===== src/uart_status_cfg.svh =====
// Constants for the line and modem status block: offsets, field positions, reset values.
// Assumes inclusion by bare name from the package and the design modules.
`ifndef UART_STATUS_CFG_SVH
`define UART_STATUS_CFG_SVH
// Register offsets on the plain register port
`define OFF_LINE_STATUS 3'h0
`define OFF_MODEM_STATUS 3'h1
`define OFF_MODEM_CONTROL 3'h2
`define OFF_IRQ_STATUS 3'h3
`define OFF_IRQ_MASK 3'h4
// Line status field positions
`define LS_DATA_READY 0
`define LS_OVERRUN 1
`define LS_PARITY 2
`define LS_FIFO_ERROR 7
// Modem status field positions
`define MS_DCTS 0
`define MS_DDSR 1
`define MS_TERI 2
`define MS_DDCD 3
// Modem control field positions
`define MC_DTR 0
`define MC_RTS 1
`define MC_OUT1 2
`define MC_OUT2 3
`define MC_LOOP 4
// Interrupt status field positions
`define IS_MODEM 0
`define IS_OVERRUN 1
`define IS_PARITY 2
// Reset values
`define RST_MODEM_CONTROL 8'h00
`define RST_IRQ_MASK 8'h00
`define RST_DELTA 4'h0
`endif


===== src/uart_status_pkg.sv =====
// Types shared by the status block and its receive queue.
// Assumes the constants header sits in the same folder.
`include "uart_status_cfg.svh"
package uart_status_pkg;
	// One received character with its error marks
	typedef struct packed {
		logic brk;
		logic frame_err;
		logic parity_err;
		logic [7:0] data;
	} rx_char_t;
	// Modem inputs as true (active-high) levels
	typedef struct packed {
		logic dcd;
		logic ri;
		logic dsr;
		logic cts;
	} modem_lines_t;
endpackage


===== src/rx_queue.sv =====
// Small receive FIFO holding characters with their error marks.
// Assumes push is never asserted while full; read data are registered.
module rx_queue #(
	parameter int DEPTH = 16,
	parameter int AW = 4
) (
	input wire logic clk_sys,
	input wire logic resetn,
	input wire logic push,
	input uart_status_pkg::rx_char_t push_data,
	input wire logic pop,
	output uart_status_pkg::rx_char_t head_r,
	output logic [AW:0] count_r,
	output logic err_any
);
	import uart_status_pkg::*;

	rx_char_t mem [DEPTH];
	logic [AW-1:0] wr_ptr_r;
	logic [AW-1:0] rd_ptr_r;
	logic do_push;
	logic do_pop;

	assign do_push = push && (count_r != (AW+1)'(DEPTH));
	assign do_pop = pop && (count_r != '0);

	// Storage; the head is re-read every cycle so it tracks pops
	always_ff @(posedge clk_sys) begin
		if (do_push) begin
			mem[wr_ptr_r] <= push_data;
		end
		// Push into an empty queue bypasses memory, else the head lags a cycle
		if (do_push && count_r == (AW+1)'(do_pop)) begin
			head_r <= push_data;
		end else begin
			head_r <= mem[do_pop ? rd_ptr_r + 1'b1 : rd_ptr_r];
		end
	end

	// Pointers and fill count
	always_ff @(posedge clk_sys) begin
		if (!resetn) begin
			wr_ptr_r <= '0;
			rd_ptr_r <= '0;
			count_r <= '0;
		end else begin
			if (do_push) begin
				wr_ptr_r <= wr_ptr_r + 1'b1;
			end
			if (do_pop) begin
				rd_ptr_r <= rd_ptr_r + 1'b1;
			end
			count_r <= count_r + (AW+1)'(do_push) - (AW+1)'(do_pop);
		end
	end

	// Any stored character still marked bad
	always_comb begin
		err_any = 1'b0;
		for (int i = 0; i < DEPTH; i++) begin
			if (AW'(i - int'(rd_ptr_r)) < count_r[AW-1:0] || (count_r[AW] && 1'b1)) begin
				if (mem[i].parity_err || mem[i].frame_err || mem[i].brk) begin
					err_any = 1'b1;
				end
			end
		end
	end
endmodule


===== src/uart_line_modem_status.sv =====
// Line status bits 0 to 2 and 7 and modem status register of one UART channel.
// Assumes the receiver delivers a complete character as a one-cycle pulse, and that
// modem inputs are synchronous to clk_sys but still pass a two-stage stage for safety.
//
// Local design decisions: strobed register access and the address map.
`include "uart_status_cfg.svh"

module uart_line_modem_status #(
	parameter int FIFO_DEPTH = 16,
	parameter int FIFO_AW = 4
) (
	input wire logic clk_sys,
	input wire logic resetn,
	input wire logic [2:0] reg_addr,
	input wire logic [7:0] reg_wdata,
	input wire logic reg_wr,
	input wire logic reg_rd,
	output logic [7:0] reg_rdata,
	input wire logic fifo_en,
	input wire logic rx_done,
	input uart_status_pkg::rx_char_t rx_char,
	input wire logic rx_pop,
	output uart_status_pkg::rx_char_t rx_head,
	input wire logic carrier_n,
	input wire logic ring_n,
	input wire logic dsr_n,
	input wire logic cts_n,
	output logic modem_irq,
	output logic irq
);
	import uart_status_pkg::*;

	// ********************************
	// Receive path
	// ********************************
	rx_char_t hold_r;
	logic hold_full_r;
	logic overrun_r;
	rx_char_t q_head;
	logic [FIFO_AW:0] q_count;
	logic q_err;
	logic q_full;
	logic q_push;
	logic rd_line;
	logic rd_modem;
	logic overrun_evt;

	assign rd_line = reg_rd && (reg_addr == `OFF_LINE_STATUS);
	assign rd_modem = reg_rd && (reg_addr == `OFF_MODEM_STATUS);
	assign q_full = (q_count == (FIFO_AW+1)'(FIFO_DEPTH));
	assign q_push = fifo_en && rx_done && !q_full;
	// Character arrives with no room: full queue, or unread holding register
	assign overrun_evt = rx_done && ((fifo_en && q_full) || (!fifo_en && hold_full_r && !rx_pop));

	rx_queue #(
		.DEPTH(FIFO_DEPTH),
		.AW(FIFO_AW)
	) u_queue (
		.clk_sys(clk_sys),
		.resetn(resetn),
		.push(q_push),
		.push_data(rx_char),
		.pop(fifo_en && rx_pop),
		.head_r(q_head),
		.count_r(q_count),
		.err_any(q_err)
	);

	// Non-FIFO holding register; a new character simply replaces the old one
	always_ff @(posedge clk_sys) begin
		if (!resetn) begin
			hold_r <= '0;
			hold_full_r <= 1'b0;
		end else if (!fifo_en && rx_done) begin
			hold_r <= rx_char;
			hold_full_r <= 1'b1;
		end else if (!fifo_en && rx_pop) begin
			hold_full_r <= 1'b0;
		end
	end

	// Overrun: the full FIFO keeps its contents, the new character is lost; set beats read clear
	always_ff @(posedge clk_sys) begin
		if (!resetn) begin
			overrun_r <= 1'b0;
		end else if (overrun_evt) begin
			overrun_r <= 1'b1;
		end else if (rd_line) begin
			overrun_r <= 1'b0;
		end
	end

	// Head character seen by software
	always_comb begin
		rx_head = fifo_en ? q_head : hold_r;
	end

	// ********************************
	// Line status
	// ********************************
	logic [7:0] line_status;
	always_comb begin
		line_status = 8'h00;
		line_status[`LS_DATA_READY] = fifo_en ? (q_count != '0) : hold_full_r;
		line_status[`LS_OVERRUN] = overrun_r;
		line_status[`LS_PARITY] = line_status[`LS_DATA_READY] && rx_head.parity_err;
		line_status[`LS_FIFO_ERROR] = fifo_en && q_err;
	end

	// ********************************
	// Modem control and status
	// ********************************
	logic [7:0] modem_control_r;
	logic loopback;
	modem_lines_t pin_s1_r;
	modem_lines_t pin_s2_r;
	modem_lines_t lines;
	modem_lines_t lines_prev_r;
	logic prev_valid_r;
	logic [3:0] delta_r;
	logic [3:0] delta_set;

	assign loopback = modem_control_r[`MC_LOOP];

	// Register file writes to modem control
	always_ff @(posedge clk_sys) begin
		if (!resetn) begin
			modem_control_r <= `RST_MODEM_CONTROL;
		end else if (reg_wr && reg_addr == `OFF_MODEM_CONTROL) begin
			modem_control_r <= reg_wdata;
		end
	end

	// Two-stage synchroniser; stage one feeds only stage two
	always_ff @(posedge clk_sys) begin
		pin_s1_r <= {~carrier_n, ~ring_n, ~dsr_n, ~cts_n};
		pin_s2_r <= pin_s1_r;
	end

	// Pin levels or loopback sources
	always_comb begin
		if (loopback) begin
			lines.dcd = modem_control_r[`MC_OUT2];
			lines.ri = modem_control_r[`MC_OUT1];
			lines.dsr = modem_control_r[`MC_DTR];
			lines.cts = modem_control_r[`MC_RTS];
		end else begin
			lines = pin_s2_r;
		end
	end

	// Edge detect; first valid sample after reset only primes the history
	always_comb begin
		delta_set = 4'h0;
		if (prev_valid_r) begin
			delta_set[`MS_DCTS] = lines.cts ^ lines_prev_r.cts;
			delta_set[`MS_DDSR] = lines.dsr ^ lines_prev_r.dsr;
			delta_set[`MS_DDCD] = lines.dcd ^ lines_prev_r.dcd;
			delta_set[`MS_TERI] = lines_prev_r.ri && !lines.ri;
		end
	end

	always_ff @(posedge clk_sys) begin
		if (!resetn) begin
			lines_prev_r <= '0;
			prev_valid_r <= 1'b0;
		end else begin
			lines_prev_r <= lines;
			prev_valid_r <= 1'b1;
		end
	end

	// Change bits: a change in the read cycle survives the clear
	always_ff @(posedge clk_sys) begin
		if (!resetn) begin
			delta_r <= `RST_DELTA;
		end else if (rd_modem) begin
			delta_r <= delta_set;
		end else begin
			delta_r <= delta_r | delta_set;
		end
	end

	assign modem_irq = |delta_r;

	// ********************************
	// Interrupt status and mask
	// ********************************
	logic [7:0] irq_status_r;
	logic [7:0] irq_mask_r;
	logic [7:0] irq_events;

	always_comb begin
		irq_events = 8'h00;
		irq_events[`IS_MODEM] = |delta_set;
		irq_events[`IS_OVERRUN] = overrun_evt;
		irq_events[`IS_PARITY] = rx_done && rx_char.parity_err;
	end

	// Sticky bits, write one to clear, new event wins
	always_ff @(posedge clk_sys) begin
		if (!resetn) begin
			irq_status_r <= 8'h00;
		end else if (reg_wr && reg_addr == `OFF_IRQ_STATUS) begin
			irq_status_r <= (irq_status_r & ~reg_wdata) | irq_events;
		end else begin
			irq_status_r <= irq_status_r | irq_events;
		end
	end

	always_ff @(posedge clk_sys) begin
		if (!resetn) begin
			irq_mask_r <= `RST_IRQ_MASK;
		end else if (reg_wr && reg_addr == `OFF_IRQ_MASK) begin
			irq_mask_r <= reg_wdata;
		end
	end

	assign irq = |(irq_status_r & irq_mask_r);

	// ********************************
	// Read port, data one cycle after the strobe
	// ********************************
	always_ff @(posedge clk_sys) begin
		if (!resetn) begin
			reg_rdata <= 8'h00;
		end else if (reg_rd) begin
			unique case (reg_addr)
				`OFF_LINE_STATUS: reg_rdata <= line_status;
				`OFF_MODEM_STATUS: reg_rdata <= {lines.dcd, lines.ri, lines.dsr, lines.cts, delta_r};
				`OFF_MODEM_CONTROL: reg_rdata <= modem_control_r;
				`OFF_IRQ_STATUS: reg_rdata <= irq_status_r;
				`OFF_IRQ_MASK: reg_rdata <= irq_mask_r;
				default: reg_rdata <= 8'h00;
			endcase
		end else begin
			reg_rdata <= 8'h00;
		end
	end
endmodule


===== config.mk =====
export PLATFORM = sky130hd
export DESIGN_NAME = uart_line_modem_status
export DESIGN_NICKNAME = d
export VERILOG_FILES = /design/src/uart_status_pkg.sv /design/src/rx_queue.sv /design/src/uart_line_modem_status.sv
export VERILOG_INCLUDE_DIRS = /design/src
export SDC_FILE = /design/constraint.sdc
export NUM_CORES = 1
export LEC_CHECK = 0
export CORE_MARGIN = 4
export CORE_UTILIZATION = 30
export CTS_CLUSTER_DIAMETER = 80
export CTS_CLUSTER_SIZE = 24
export DETAILED_ROUTE_END_ITERATION = 8
export DONT_BUFFER_PORTS = 1
export PLACE_DENSITY = 0.48
export SYNTH_ARGS = -nofsm -noshare
export SYNTH_HDL_FRONTEND = slang
export SYNTH_SLANG_ARGS = --single-unit

===== constraint.sdc =====
create_clock -name clk_sys -period 6.7 [get_ports clk_sys]
set_clock_uncertainty 0.1 [all_clocks]
set_input_delay 1.005 -clock clk_sys [delete_from_list [all_inputs] [get_ports clk_sys]]
set_output_delay 1.005 -clock clk_sys [all_outputs]
set_load 0.02 [all_outputs]

==> flow_summary.ini, run 1 <==
[outcome]
status = completed

[floorplanning]
initial_core_util = 0.305
die_h_um = 207
die-area_um2 = 42700
die_x_um = 207
core_area_um2 = 38800
io_pins = 54
num_rows = 72

[setup_path]
r2r_cells = 8
critPathMaxFanout = 21
worst-setup-path-type = flop to flop
cp-end-kind = flop
crit_top_cell = nand3_1
r2r_slack_ps = 2430
worstPathRequired_ps = 7000
start_kind = flop
critPathSlowestCell = nand3_1
cpPeakStageDelay_ps = 730
reg2reg_to = u_queue.head_r[10]$_DFF_P_
r2r_start = u_queue.count_r[3]$_SDFF_PN0_
cp.arrival_ps = 4570
crit_chain = inv_1, ha_1, or4b_1, nand3_1, nand2_1, mux4_2, a22oi_1, nand3_1

[detailed_routing]
via_per_inst = 5.27
wl_per_cell_um = 22.1
vias = 8024
antenna_left = 0
drc = 0
dr.pass1.iters = 5
first_iter_violations = 609
routed_wirelength_um = 33600

[clocking]
hold_buffers = 0
cts_made_buffers = 15
post_cts_resized = 0
cts_root_buffer = clkbuf_16
clockBufferDepth = 3
cts_tree = done
clkLatencyLatePin_ps = 500
cts_setup_buffers = 0
cts_sinks = 262
path_clk_slew_ps = 100
h-tree-depth = 1

[grt]
antenna_found_initial = 0
grt.total_usage = 0.155
grt_pass1_vias = 7845
grt_start_max_net_pins = 45
grt_pass1_wl_um = 50100
grt.overflow.total = 0

[logic_synthesis]
syn_nets = 1098
synth_seq_area_share = 0.592
netlist_area_um2 = 11800
synth_cell_type_count = 63
synthFlopType = edfxtp_1
synth_edf_count = 176
syn_avg_cell_area_um2 = 11.6
yosys-top-cells-area = edfxtp_1 (45%), dfxtp_1 (15%), ha_1 (4.8%)
netlist_instances = 1019
yosysTopAreaCell = edfxtp_1
synth_most_common_cell = edfxtp_1
yosys_warnings = 0
async_flop_share = 0
ys_ff_latch = 262
netlist.area_leader.share = 0.447
synth_commonest_cells = edfxtp_1 (176), nand2_1 (98), dfxtp_1 (86)

[final_layout]
drive_gt1_frac = 0.0856
final_cells = 1523
n_antenna_cell = 0
syn2layout_area_growth_pct = 8.73
final_core_utilization = 0.331
final_nets = 1075

[timing]
hold_viol_final = 0
setup_violations = 0
slew_headroom = 0.180
drv_slew = 0
post-route-period-util = 0.637
finalCriticalPeriod_ps = 4270
timing.setup.tns_ps = 0
tightest_slew_ps = 1230
rsz0062_at_grt = false
fmax_mhz = 234
timing.hold.ws_ps = 236

[run]
cap_violations = 0

[worst_hold_path]
worstHoldStart = pin_s1_r[2]$_DFF_P_
min_to = pin_s2_r[2]$_DFF_P_
hold_class = flop to flop
hold_depth = 0

[placement]
place_hpwl_um = 22900
port-buffer-count = 0
place_congestion = 0.831
placedCellCount = 1496

[pwr]
p_leak_nw = 4.26
vdd_ir_drop_max_v = 0.000196
powerDensity_nw_per_um2 = 296
==> area by class of cell <==
type,instances,area (um2)
fillers,3880,26000
clock buffers,23,437
inverters,41,154
multi-input cells,660,4470
flip-flops and latches,262,7010
repair buffers,16,118
well taps,518,648
clock inverters,3,32.5
==> flip-flops by register name (all words and copies together) (netlist names) <==
name / flops
reg_rdata: 8
pin_s2_r: 4
u_queue.wr_ptr_r: 4
u_queue.mem: 176
delta_r: 4
pin_s1_r: 4
prev_valid_r: 1
lines_prev_r: 4
hold_r: 11
overrun_r: 1
irq_mask_r: 8
u_queue.rd_ptr_r: 4
modem_control_r: 8
hold_full_r: 1
u_queue.count_r: 5
irq_status_r: 8
u_queue.head_r: 11
==> layout by cell type, fill, tap and decap left out, drive strengths merged, types with 27 or more instances in the layout <==
cell / instances
edfxtp: 176
nor3: 31
nand3: 83
nor2: 50
nand4: 27
dfxtp: 86
nand2: 98
o21ai: 60
ha: 45
inv: 40
a21oi: 71
==> through the flow <==
| step | setup WS, ps | power [mW] | instance area (um2) |
|---|---|---|---|
| 2_1_floorplan | 3410 | 2.60 | 11800 |
| 3_3_place_gp | 2510 | 2.82 | 12400 |
| 3_5_place_dp | 2460 | 2.83 | 12400 |
| 4_1_cts | 2460 | 3.84 | 12900 |
| 5_1_grt | 2180 | 4.03 | 12900 |
| 6_report | 2430 | 3.81 | 12900 |
==> routing by layer <==
layer | GRT usage | wire length, um | vias to the layer above
met4 | 0.0361 | 809 | 0
met1 | 0.208 | 14400 | 4019
li1 | - | - | 3761
met3 | 0.0262 | 1840 | 42
met5 | 0 | 0 | -
met2 | 0.263 | 16600 | 202
==> kinds of logic after synthesis <==
family	after synthesis	share of synthesized area
simple gates	330	0.133
flops	262	0.592
compound gates	222	0.117
buf+inv	97	0.0339
fa+ha+maj	46	0.0493
mux	42	0.0591
xor+xnor	20	0.0148
==> power by group <==
part           switching, mW  total [mW]  leakage [nW]  internal (mW)
clock network          0.546        1.01         0.223          0.466
registers             0.0842        1.88          2.29           1.80
logic                  0.554       0.912          1.74          0.358
==> how the worst max path moves through the flow <==
stage | slack, ps | endpoint | cells after the start | from
after floorplan | 3410 | u_queue.head_r[1]$_DFF_P_ | 11 | u_queue.count_r[3]$_SDFF_PN0_
after global placement | 2510 | u_queue.head_r[10]$_DFF_P_ | 8 | u_queue.count_r[3]$_SDFF_PN0_
after detailed placement | 2460 | u_queue.head_r[10]$_DFF_P_ | 8 | u_queue.count_r[3]$_SDFF_PN0_
after CTS | 2460 | u_queue.head_r[10]$_DFF_P_ | 8 | u_queue.count_r[3]$_SDFF_PN0_
after global routing | 2180 | u_queue.head_r[10]$_DFF_P_ | 8 | u_queue.count_r[3]$_SDFF_PN0_
final | 2430 | u_queue.head_r[10]$_DFF_P_ | 8 | u_queue.count_r[3]$_SDFF_PN0_
==> worst max-delay path: cells and delay by family, from the launching register on <==
kind,cells,cell delay [ps]
buffers and inverters,1,500
multiplexers,1,610
AND/OR/NAND/NOR,4,2080
AO/OA/AOI/OAI,1,210
flip-flops,1,330
adder cells (fa/ha/maj),1,320
(Power assumes the default switching activity.)
==> inputs of run 2 (changes only) <==
==> constraint.sdc (replaced) <==
create_clock -name clk_sys -period 4.4 [get_ports clk_sys]
set_clock_uncertainty 0.1 [all_clocks]
set_input_delay 0.66 -clock clk_sys [delete_from_list [all_inputs] [get_ports clk_sys]]
set_output_delay 0.66 -clock clk_sys [all_outputs]
set_load 0.02 [all_outputs]
==> flow_summary.ini, run 2 (same netlist as run 1, synthesis figures left out) <==
[timing]
rsz0062_at_grt = false
tightest_slew_ps = 1100
slew_headroom = 0.264
post-route-period-util = 0.832
drv_slew = 0
hold_viol_final = 0
timing.setup.tns_ps = 0
setup_violations = 0
finalCriticalPeriod_ps = 3660
fmax_mhz = 273

[pwr]
p_comb_frac = 0.243
p_leak_nw = 4.36
clockPowerShare = 0.269
pwr-share-seq = 0.488
swShare = 0.313
vdd_ir_drop_max_v = 0.000247
p_switching_mw = 1.83
total_power_mw = 5.84
powerDensity_nw_per_um2 = 449
power.internal_mw = 4.01

[clocking]
cts_made_buffers = 16
cts_setup_buffers = 0
post_cts_resized = 0
clkLatencyLatePin_ps = 520
path_clk_slew_ps = 90
h-tree-depth = 1
cts_tree = done
cts_sinks = 262
clockBufferDepth = 3
hold_buffers = 0
cts_root_buffer = clkbuf_16

[grt]
grt_pass1_wl_um = 50300
grt.overflow.total = 0
grt_start_max_net_pins = 43
grt_util_met3 = 0.0237
antenna_found_initial = 0
grt_use_met2 = 0.254
top_usage_layer = met2
grt.total_usage = 0.153
grt_pass1_vias = 7874
met1_usage = 0.212

[final_layout]
syn2layout_area_growth_pct = 9.98
final_core_utilization = 0.335
mostFrequentLayoutCell = edfxtp_1
final_cell_mix = edfxtp_1 (176), nand2_1 (98), dfxtp_1 (86)
n_antenna_cell = 0
largest_reg_flops = 176
final_nets = 1092
reg_top3 = u_queue.mem (176), hold_r (11), u_queue.head_r (11)
drive_gt1_frac = 0.0958
largest_register = u_queue.mem

[floorplanning]
die_x_um = 207
num_rows = 72
initial_core_util = 0.305
die-area_um2 = 42700
die_h_um = 207
core_area_um2 = 38800
io_pins = 54

[worst_hold_path]
hold_class = input port to flop
worstHoldStart = resetn

[run]
cap_violations = 0

[setup_path]
worst-setup-path-type = flop to flop
reg2reg_to = u_queue.head_r[2]$_DFF_P_
worstPathRequired_ps = 4710
r2r_slack_ps = 740
critical_path.endpoint = u_queue.head_r[2]$_DFF_P_
r2r_start = u_queue.count_r[2]$_SDFF_PN0_
worstSetupStartpoint = u_queue.count_r[2]$_SDFF_PN0_
cp-end-kind = flop
critPathMaxFanout = 30
start_kind = flop
cp.arrival_ps = 3970
r2r_cells = 9

[detailed_routing]
wl_per_cell_um = 21.6
antenna_left = 0
dr.pass1.iters = 5
via_per_inst = 5.23
drc = 0
vias = 8061
routed_wirelength_um = 33300
first_iter_violations = 654

[outcome]
status = completed

[placement]
port-buffer-count = 0
place_congestion = 0.837
place_hpwl_um = 23300
==> run 2: changes by cell type in the layout (fill, tap and decap cells not counted) <==
cell,delta
buf_12,+1
buf_2,-1
buf_4,+16
clkbuf_8,-1
clkinv_16,+1
clkinv_2,+2
clkinv_8,+1
clkinvlp_4,-1
nor2_1,+6
nor2_2,-6
nor3_2,+1
nor3_4,-1
==> run 2: layout make-up <==
cell class                 count  area [um2]
sequential                   262        7010
inverter                      41         154
fill                        3863       25800
clock buffer                  22         423
timing repair buffer          32         253
clock inverter                 6        81.3
tap                          518         648
multi-input combinational    660        4450
==> run 2: power by group through the flow <==
stage	Clock (mW)	Combinational (mW)	Sequential [mW]
after floorplan	0	1.12	2.84
after global placement	0	1.41	2.92
after detailed placement	0	1.42	2.91
after CTS	1.63	1.43	2.86
after global routing	1.72	1.60	2.86
final	1.57	1.42	2.85
==> run 2: layer usage <==
layer  vias up  part of all wire
met4         0             0.022
met1      4036              0.44
met5         -                 0
li1       3801                 -
met2       183              0.49
met3        41             0.044
==> run 2: worst min-delay path by stage <==
stage,endpoint,slack [ps],cells past startpoint
floorplan,pin_s2_r[0]$_DFF_P_,210,0
global placement,pin_s2_r[1]$_DFF_P_,210,0
detailed placement,pin_s2_r[2]$_DFF_P_,210,0
CTS,prev_valid_r$_DFF_P_,50,0
global route,prev_valid_r$_DFF_P_,50,0
finish,prev_valid_r$_DFF_P_,80,0
==> run 2: critical path, stage by stage (launching register included) <==
cell,delay (ps)
dfxtp_1,320
inv_1,300
ha_1,250
nor4b_2,420
buf_4,270
nor3_2,80
nor2_4,820
mux4_2,600
a22oi_1,270
nand3_1,110
==> run 2: through the flow <==
step / hold WS (ps) / instances / area (um2) / worst slack, ps
after CTS: 53.5 / 1541 / 13000 / 690
after global placement: 214 / 1513 / 12500 / 771
after floorplan: 210 / 1019 / 11800 / 1110
after detailed placement: 213 / 1513 / 12500 / 680
after global routing: 49.1 / 1541 / 13000 / 408
final: 76.5 / 1541 / 13000 / 739
